===== src/fault_flag_pkg.sv =====
package fault_flag_pkg;

    // ****************************************
    // widths and counts
    // ****************************************
    localparam int DATA_W   = 32;
    localparam int ADR_W    = 32;
    localparam int SEL_W    = 4;
    localparam int FLAG_W   = 8;
    localparam int IDX_W    = 8;
    localparam int CH_W     = 16;
    localparam int NUM_REGS = 5;
    localparam int EVT_PER  = 4;
    localparam int EVT_W    = NUM_REGS * EVT_PER;
    localparam int BYTE_W   = 8;

    // ****************************************
    // register indices, byte address is four times the index
    // ****************************************
    localparam logic [IDX_W-1:0] IDX_OPEN_EF    = 8'hA9;
    localparam logic [IDX_W-1:0] IDX_OPEN_GH    = 8'hAA;
    localparam logic [IDX_W-1:0] IDX_SHORT_AB   = 8'hAB;
    localparam logic [IDX_W-1:0] IDX_SHORT_CD   = 8'hAC;
    localparam logic [IDX_W-1:0] IDX_SHORT_EF   = 8'hAD;
    localparam logic [IDX_W-1:0] IDX_EVT_STATUS = 8'hC0;
    localparam logic [IDX_W-1:0] IDX_EVT_MASK   = 8'hC1;

    // ****************************************
    // field layout and reset values
    // ****************************************
    localparam int LO_POS = 0;
    localparam int HI_POS = 4;
    localparam logic [FLAG_W-1:0] FLAG_RESET = 8'h00;
    localparam logic [FLAG_W-1:0] RSV_MASK   = 8'hCC;
    localparam logic [EVT_W-1:0]  EVT_RESET  = 20'h00000;

    // ****************************************
    // output pairs, pair p owns channel bits 2p and 2p+1
    // ****************************************
    localparam int PAIR_A = 0;
    localparam int PAIR_C = 2;
    localparam int PAIR_E = 4;
    localparam int PAIR_G = 6;

    // slot order of the flag registers
    localparam int K_OPEN_EF  = 0;
    localparam int K_OPEN_GH  = 1;
    localparam int K_SHORT_AB = 2;
    localparam int K_SHORT_CD = 3;
    localparam int K_SHORT_EF = 4;
    localparam logic [NUM_REGS*IDX_W-1:0] REG_IDX =
        {IDX_SHORT_EF, IDX_SHORT_CD, IDX_SHORT_AB, IDX_OPEN_GH, IDX_OPEN_EF};
    localparam int REG_LO_PAIR [NUM_REGS] = '{PAIR_E, PAIR_G, PAIR_A, PAIR_C, PAIR_E};
    localparam logic [NUM_REGS-1:0] REG_IS_OPEN = 5'h03;

    // ****************************************
    // carriers
    // ****************************************
    typedef struct packed {
        logic              cyc;
        logic              stb;
        logic              we;
        logic [ADR_W-1:0]  adr;
        logic [SEL_W-1:0]  sel;
        logic [DATA_W-1:0] dat;
    } wb_req_type;

    typedef struct packed {
        logic              ack;
        logic [DATA_W-1:0] dat;
    } wb_rsp_type;

    typedef struct packed {
        logic [CH_W-1:0] open_det;
        logic [CH_W-1:0] short_det;
    } fault_det_type;

endpackage


===== src/fault_flag_regs.sv =====
//
// Contract
// open flag reads one exactly while fault detected
// short flag reads one exactly while fault detected
// open E/F: E in bits 1:0, F 5:4
// open G/H at AAh, G 1:0, H 5:4
// short A/B at ABh, A 1:0, B 5:4
// short C/D at ACh, C 1:0, D 5:4
// flags reset zero, reserved bits read zero
// short E/F at ADh, resets to zero
// short E/F: E bits 1:0, F 5:4
// open E/F at A9h, resets to zero
// flags read-only, writes never change them
//
// Register access over Wishbone is this design's own decision.
`timescale 1ns/1ps
module fault_flag_regs
    import fault_flag_pkg::*;
#(
    parameter int BUS_ADR_W = ADR_W
)
(
    // clock and reset
    input  wire logic    clock,
    input  wire logic    rst_n,
    // wishbone slave
    input  wb_req_type    wb_req,
    output wb_rsp_type    wb_rsp,
    // diagnostic fault indications
    input  fault_det_type det,
    // interrupt
    output logic          irq
);

    // ****************************************
    // elaboration check
    // ****************************************
    if (BUS_ADR_W != ADR_W) begin : g_bad_adr
        $error("fault_flag_regs: BUS_ADR_W must equal the bus address width");
    end

    logic [NUM_REGS-1:0][FLAG_W-1:0] flag_vec;
    logic [EVT_W-1:0]                rise_vec;
    logic [EVT_W-1:0]                status;
    logic [EVT_W-1:0]                mask;
    logic                            irq_bank;
    wb_rsp_type                      rsp_q;
    wb_rsp_type                      rsp_d;
    logic [IDX_W-1:0]                idx;
    logic                            upper_ok;
    logic                            req;
    logic                            wr_fire;
    logic [EVT_W-1:0]                wen;
    logic [DATA_W-1:0]               rd_d;

    // ****************************************
    // flag registers
    // ****************************************
    for (genvar k = 0; k < NUM_REGS; k++) begin : g_reg
        localparam int LO = REG_LO_PAIR[k] * 2;
        localparam int HI = LO + 2;
        logic [CH_W-1:0] src;

        assign src = REG_IS_OPEN[k] ? det.open_det : det.short_det;

        flag_pair_reg u_flags (
            .clock  (clock),
            .rst_n  (rst_n),
            .lo_det (src[LO +: 2]),
            .hi_det (src[HI +: 2]),
            .flag_q (flag_vec[k]),
            .rise   (rise_vec[k*EVT_PER +: EVT_PER])
        );
    end

    // ****************************************
    // address decode
    // ****************************************
    assign idx      = wb_req.adr[IDX_W+1:2];
    assign upper_ok = (wb_req.adr[ADR_W-1:IDX_W+2] == '0) && (wb_req.adr[1:0] == 2'h0);
    assign req      = wb_req.cyc && wb_req.stb;
    assign wr_fire  = req && wb_req.we && rsp_q.ack && upper_ok;

    for (genvar b = 0; b < EVT_W; b++) begin : g_wen
        assign wen[b] = wb_req.sel[b / BYTE_W];
    end

    // read mux, unmapped words read zero
    always_comb begin
        rd_d = '0;
        if (upper_ok) begin
            for (int k = 0; k < NUM_REGS; k++) begin
                if (idx == REG_IDX[k*IDX_W +: IDX_W]) begin
                    rd_d[FLAG_W-1:0] = flag_vec[k];
                end
            end
            if (idx == IDX_EVT_STATUS) begin
                rd_d[EVT_W-1:0] = status;
            end
            if (idx == IDX_EVT_MASK) begin
                rd_d[EVT_W-1:0] = mask;
            end
        end
    end

    // ****************************************
    // bus answer
    // ****************************************
    always_comb begin
        rsp_d = rsp_q;
        if (rsp_q.ack) begin
            rsp_d.ack = 1'b0;
        end else if (req) begin
            rsp_d.ack = 1'b1;
            rsp_d.dat = wb_req.we ? '0 : rd_d;
        end
    end

    always_ff @(posedge clock) begin
        if (!rst_n) begin
            rsp_q <= '0;
        end else begin
            rsp_q <= rsp_d;
        end
    end

    assign wb_rsp = rsp_q;

    // ****************************************
    // interrupt events
    // ****************************************
    sticky_event_bank #(
        .W (EVT_W)
    ) u_events (
        .clock     (clock),
        .rst_n     (rst_n),
        .set       (rise_vec),
        .wr_status (wr_fire && (idx == IDX_EVT_STATUS)),
        .wr_mask   (wr_fire && (idx == IDX_EVT_MASK)),
        .wdata     (wb_req.dat[EVT_W-1:0]),
        .wen       (wen),
        .status_q  (status),
        .mask_q    (mask),
        .irq_q     (irq_bank)
    );

    assign irq = irq_bank;

    for (genvar k = 0; k < NUM_REGS; k++) begin : g_chk

    end
endmodule


===== src/flag_pair_reg.sv =====
`timescale 1ns/1ps
module flag_pair_reg
    import fault_flag_pkg::*;
(
    // clock and reset
    input  wire logic                clock,
    input  wire logic                rst_n,
    // live fault indications of the two pairs
    input  wire logic [1:0]          lo_det,
    input  wire logic [1:0]          hi_det,
    // register image and new-fault pulses
    output logic [FLAG_W-1:0]        flag_q,
    output logic [EVT_PER-1:0]       rise
);

    logic [FLAG_W-1:0] flag_d;

    // ****************************************
    // packing, reserved bits stay zero
    // ****************************************
    always_comb begin
        flag_d = FLAG_RESET;
        flag_d[LO_POS +: 2] = lo_det;
        flag_d[HI_POS +: 2] = hi_det;
    end

    // only the diagnostic inputs load the flags
    always_ff @(posedge clock) begin
        if (!rst_n) begin
            flag_q <= FLAG_RESET;
        end else begin
            flag_q <= flag_d;
        end
    end

    assign rise = {flag_d[HI_POS +: 2] & ~flag_q[HI_POS +: 2],
                   flag_d[LO_POS +: 2] & ~flag_q[LO_POS +: 2]};

endmodule


===== src/sticky_event_bank.sv =====
`timescale 1ns/1ps
module sticky_event_bank
    import fault_flag_pkg::*;
#(
    parameter int W = EVT_W
)
(
    // clock and reset
    input  wire logic         clock,
    input  wire logic         rst_n,
    // events and software writes
    input  wire logic [W-1:0] set,
    input  wire logic         wr_status,
    input  wire logic         wr_mask,
    input  wire logic [W-1:0] wdata,
    input  wire logic [W-1:0] wen,
    // state
    output logic [W-1:0]      status_q,
    output logic [W-1:0]      mask_q,
    output logic              irq_q
);

    logic [W-1:0] status_d;
    logic [W-1:0] mask_d;

    // set wins over a write-one clear in the same cycle
    always_comb begin
        status_d = status_q;
        if (wr_status) begin
            status_d = status_q & ~(wdata & wen);
        end
        status_d = status_d | set;
        mask_d = mask_q;
        if (wr_mask) begin
            mask_d = (mask_q & ~wen) | (wdata & wen);
        end
    end

    always_ff @(posedge clock) begin
        if (!rst_n) begin
            status_q <= '0;
            mask_q   <= '0;
            irq_q    <= 1'b0;
        end else begin
            status_q <= status_d;
            mask_q   <= mask_d;
            irq_q    <= |(status_d & mask_d);
        end
    end

endmodule


===== config.mk =====
export PLATFORM = sky130hd
export DESIGN_NAME = fault_flag_regs
export DESIGN_NICKNAME = d
export VERILOG_FILES = /design/src/fault_flag_pkg.sv /design/src/fault_flag_regs.sv /design/src/flag_pair_reg.sv /design/src/sticky_event_bank.sv
export SDC_FILE = /design/constraint.sdc
export NUM_CORES = 1
export LEC_CHECK = 0
export BUFFER_PORTS_ARGS = -buffer_cell sky130_fd_sc_hd__buf_2
export CAP_MARGIN = 20
export CORE_MARGIN = 5
export CORE_UTILIZATION = 50
export CTS_BUF_LIST = sky130_fd_sc_hd__clkbuf_4 sky130_fd_sc_hd__clkbuf_8
export DETAILED_ROUTE_END_ITERATION = 10
export PLACE_DENSITY = 0.85
export SLEW_MARGIN = 20
export SYNTH_ARGS = -nofsm -noshare
export SYNTH_HDL_FRONTEND = slang
export SYNTH_HIERARCHICAL = 1
export SYNTH_SLANG_ARGS = --single-unit

===== constraint.sdc =====
create_clock -name clock -period 7.18 [get_ports clock]
set_input_delay 0.718 -clock clock [delete_from_list [all_inputs] [get_ports clock]]
set_output_delay 0.718 -clock clock [all_outputs]
set_load 0.02 [all_outputs]

### After elaboration in Yosys (flattened, before gate mapping)

Index checks and enable logic that the tools add are counted.
W data, S select, Z words.

* bits in registers: 114
* output and inout port bits: 34

* equal/unequal tests: 7
* multiplexer cells: 12
* bitwise gates (word level): 30
* reductions and logical operators: 12

Operators by type and width (number)
* $mux W20: 6
* $and A20 B20 Y20: 4
* $eq A8 B8 Y1 const B: 7
* $mux W8: 5
* $not A20 Y20: 2
* $or A20 B20 Y20: 2
* $mux W33: 1
* $logic_not A22 Y1: 1
* $and A2 B2 Y2: 10
* $not A2 Y2: 10
* $reduce_or A20 Y1: 1
* $logic_and A1 B1 Y1: 7
* $logic_not A2 Y1: 1
* $not A1 Y1: 2
* $reduce_and A2 Y1: 1
* $reduce_or A2 Y1: 1

### Depth between registers and ports, before layout

* depth in word-level cells: 11
* mapped depth: 11
* mapped depth without buffers: 9

### Cells and area by module

The synthesis kept the hierarchy.

By module, submodules not included
* fault_flag_regs: instances 1, cells each 220, area each 1615.3 um^2, seq. area each 420.4 um^2
* sticky_event_bank: instances 1, cells each 184, area each 1577.8 um^2, seq. area each 820.8 um^2
* flag_pair_reg: instances 5, cells each 17, area each 163.9 um^2, seq. area each 80.1 um^2

### Worst setup path after synthesis

OpenSTA, ideal clock, no wires.

* path type: input to register
* from: input port wb_req[40] in the netlist's numbering
* to: register u_events.irq_q
* data arrival time: 3119 ps
* path slack: 3930 ps
* stages: 11
* cells stage by stage: or3b_4 or3_1 buf_6 or4_1 nor3_1 buf_4 nand2_1 mux2i_1 o22ai_1 nor4_1 a31oi_1

* longest elaborated chain between the ends: 6
* elaborated cells between the ends (all ways): 9

Ends and longest elaborated chain
* start: declaration: RTL line fault_flag_regs.sv:27 `input wb_req_type wb_req,`
* $eq A8 B8 Y1: RTL line fault_flag_regs.sv:138 `.wr_status (wr_fire && (idx == IDX_EVT_STATUS)),`
* $logic_and A1 B1 Y1: RTL line fault_flag_regs.sv:138
* $mux W20: RTL line sticky_event_bank.sv:29 `if (wr_status) begin`
* $or A20 B20 Y20: RTL line sticky_event_bank.sv:32 `status_d = status_d | set;`
* $and A20 B20 Y20 (*): RTL line sticky_event_bank.sv:47 `irq_q <= |(status_d & mask_d);`
* $reduce_or A20 Y1 (*): RTL line sticky_event_bank.sv:47
* end signal: assignment: RTL line sticky_event_bank.sv:47
* end: declaration: RTL line sticky_event_bank.sv:20 `output logic irq_q`

Every way passes the cells marked *; elsewhere a longest branch is shown, timed or not.
A chain may end at the register's enable or synchronous reset.

### Worst setup path in the final report

Same ends and word-level chain as after synthesis.

==> impl_metrics.yaml <==
clock_network:
  h-tree-depth: 3
  clk_pin_slew_ns: 0.09
  clock-sinks: 82
  cts_resized: 0
  cts_tree: "done"
  postCtsSetupBuffers: 0
  cts_buffers: 9
  cts_buffer_depth: 2
  holdBufCountCts: 0
  clk_latency_ns: 0.37
  root_buffer: "clkbuf_8"
timing:
  period_share_pct: 48.4
  slew_violations: 0
  slew-limit-headroom_pct: 32.8
  rsz0062_at_grt: "false"
  period_needed_ns: 3.48
  tns_ns: 0
  tightest_slew_ns: 1.01
  hold_viol_final: 0
  setup-violations-final: 0
  fin_ws_ns: 3.70
  finalClockSkew_ns: 0.00866
  fmax_mhz: 288
die:
  die-area_mm2: 0.00992
  core-area_mm2: 0.00777
  ios: 139
  initial_core_util_pct: 51.7
  die_width_um: 99.6
  die_h_um: 99.6
  rows: 32
worst_hold_path:
  hold_end: "wb_rsp[6]$_SDFFE_PN0P_"
  whs_path_depth: 2
  hp-start: "wb_rsp[6]$_SDFFE_PN0P_"
  min_path_type: "flop to flop"
worst_setup_path:
  crit_buf_inv: 2
  reg2reg_to: "wb_rsp[15]$_SDFFE_PN0P_"
  path_cells: "buf_2, or3b_4, or3_1, or4_1, nor3_2, buf_4, nand2_1, mux2i_1, o22ai_1, nor4_1, a31oi_1"
  path_max_fanout: 20
  arrival_ns: 3.72
  critPathCaptureType: "flop"
  critical_path_class: "input pin to flop"
  critPathSlowestCell: "or3_1"
  worstReg2RegStart: "wb_rsp[32]$_SDFF_PP0_"
  reg2reg_slack_ns: 5.03
  critPathMaxStageDelay_ns: 0.54
  crit_required_ns: 7.43
  worst_setup_path_start_kind: "input pin"
  rr_worst_depth: 5
  cp_top_family: "simple AND/OR/NAND/NOR gates"
global_route:
  met1_usage_pct: 29.0
  use_met2_pct: 37.9
  grt_pass1_vias: 3745
  grt.overflow.total: 0
  grt-busiest-layer: "met2"
  grt_pass1_wl_mm: 18.1
  gr-usage-all-layers_pct: 23.1
  grt_max_degree: 41
  antenna_found_initial: 0
  use_met3_pct: 5.82
routing:
  ant_nets: 0
  first_pass_iters: 7
  vias: 3829
  wire_per_inst_um: 16.9
  first_iter_violations: 396
  routed_wl_mm: 11.5
  drc_errors: 0
  viasPerCell: 5.61
job:
  maxCapViolCount: 0
place:
  port_buffers: 101
  placed_cells: 667
  placed_cell_area_mm2: 0.00445
  dp_slack_ns: 3.38
  place.gp.congestion: 0.917
  dp_hpwl_mm: 8.32
final_layout:
  multi_input_area_mm2: 0.00212
  nNetsFinal: 681
  drive_gt1_share_pct: 21.2
  syn2layout_area_growth_pct: 16.1
  finalInstanceArea_mm2: 0.00466
  seqCellArea_mm2: 0.00164
  instances_no_fill: 683
  n_antenna_cell: 0
  fillCellCount: 672
power_and_ir_drop:
  pwr_density_cell_mw_per_mm2: 201
  power_leakage_nw: 2.12
  ir_drop_uv: 123
  total_power_mw: 0.935
synthesis:
  synth_area_leaders: "dfxtp_1 41%, mux2i_1 10%, nor2_1 7.5%, buf_4 6.5%, nand2_1 4.2%"
  syn_avg_cell_area_um2: 8.21
  synth_warnings: 6
  synthFlopType: "dfxtp_1"
  synth_sequential_area_ratio_pct: 40.9
  ys_seq_elements: 82
  synthSimpleGateAreaFrac_pct: 26.2
  synth_common_cells: "82 x dfxtp_1, 80 x nor2_1, 45 x nand2_1"
  synth_adder_area_share_pct: 0
  synth.largest_area_cell: "dfxtp_1"
  synth_edf_count: 0
  yosys.area.top_type_share_pct: 40.9
  synth_xor_xnor_area_share_pct: 0
  synth_cells: 489
  synth_mux_area_share_pct: 9.98
  synth_area_mm2: 0.00401
  synth_top_family_by_area: "simple AND/OR/NAND/NOR gates"
  yosysUniqueCellTypes: 35
  synth.most_common_cell: "dfxtp_1"
  synthArstFlopShare_pct: 0
  synth_compound_area_share_pct: 13.4
status:
  outcome: "finished, final reports clean"
-- final cells by class --
| type | instances | area share [%] |
|---|---|---|
| multi-input cells | 375 | 45.4 |
| flip-flops and latches | 82 | 35.2 |
| repair buffers | 104 | 11.8 |
| clock buffers | 10 | 2.95 |
| well taps | 102 | 2.74 |
| clock inverters | 6 | 1.56 |
| inverters | 4 | 0.322 |
-- state kept, by name, summed over array words and instances (netlist names) --
name,count
wb_rsp,21
g.u_flags/flag_q,20
u_events/status_q,20
u_events/mask_q,20
u_events/irq_q,1
-- tightest hold or removal path, delay by kind of cell (launching register included) --
kind            cells  cell delay [ns]
simple gates        1             0.05
flops               1             0.33
compound gates      1             0.05
-- power by group --
group          switching (mW)  total [mW]  internal, mW
registers             0.00843       0.478         0.469
logic                  0.0609       0.101        0.0401
clock network           0.183       0.357         0.174
total                   0.252       0.935         0.683
-- kinds of logic after synthesis --
| logic type | Yosys count |
|---|---|
| flops | 82 |
| buf+inv | 58 |
| compound gates | 83 |
| simple gates | 220 |
| other cells | 6 |
| mux | 40 |
-- routing by layer --
| metal | part of all wire [%] | vias up |
|---|---|---|
| li1 | - | 1804 |
| met1 | 41 | 1775 |
| met2 | 47 | 218 |
| met3 | 9.0 | 32 |
| met4 | 3.2 | 0 |
| met5 | 0 | - |
-- worst max-delay path by stage --
stage	from	endpoint	slack (ns)	cells after the start
after detailed placement	wb_req[40]	u_events/irq_q$_SDFF_PN0_	3.38	11
after global placement	wb_req[40]	u_events/irq_q$_SDFF_PN0_	3.42	11
after CTS	wb_req[40]	u_events/irq_q$_SDFF_PN0_	3.76	11
final	wb_req[40]	u_events/irq_q$_SDFF_PN0_	3.70	11
after global routing	wb_req[40]	u_events/irq_q$_SDFF_PN0_	3.57	11
after floorplan	wb_req[40]	u_events/irq_q$_SDFF_PN0_	3.93	11
-- through the flow --
stage	util, %	hold slack [ns]
2_1_floorplan	-	0.469
3_3_place_gp	56.9	0.434
3_5_place_dp	57.3	0.434
4_1_cts	60.0	0.459
5_1_grt	60.0	0.486
6_report	60.0	0.459
-- cells in the final DEF (no fill, tap or decap), types with 2 or more instances in the layout --
master	count
clkinvlp_4	3
nor3_2	2
and2_1	21
o41ai_1	8
o22ai_1	18
conb_1	32
buf_4	2
inv_1	4
nor4_1	9
nand3_1	21
a22oi_1	8
dfxtp_1	82
nor2b_1	21
mux2i_1	40
nor2_1	80
clkbuf_8	10
o21ai_0	8
buf_2	101
nor3_1	3
nand4_1	2
a2bb2oi_1	12
or3_1	8
a21oi_1	27
nand2_1	45
Power figures use the tool's default switching activity.
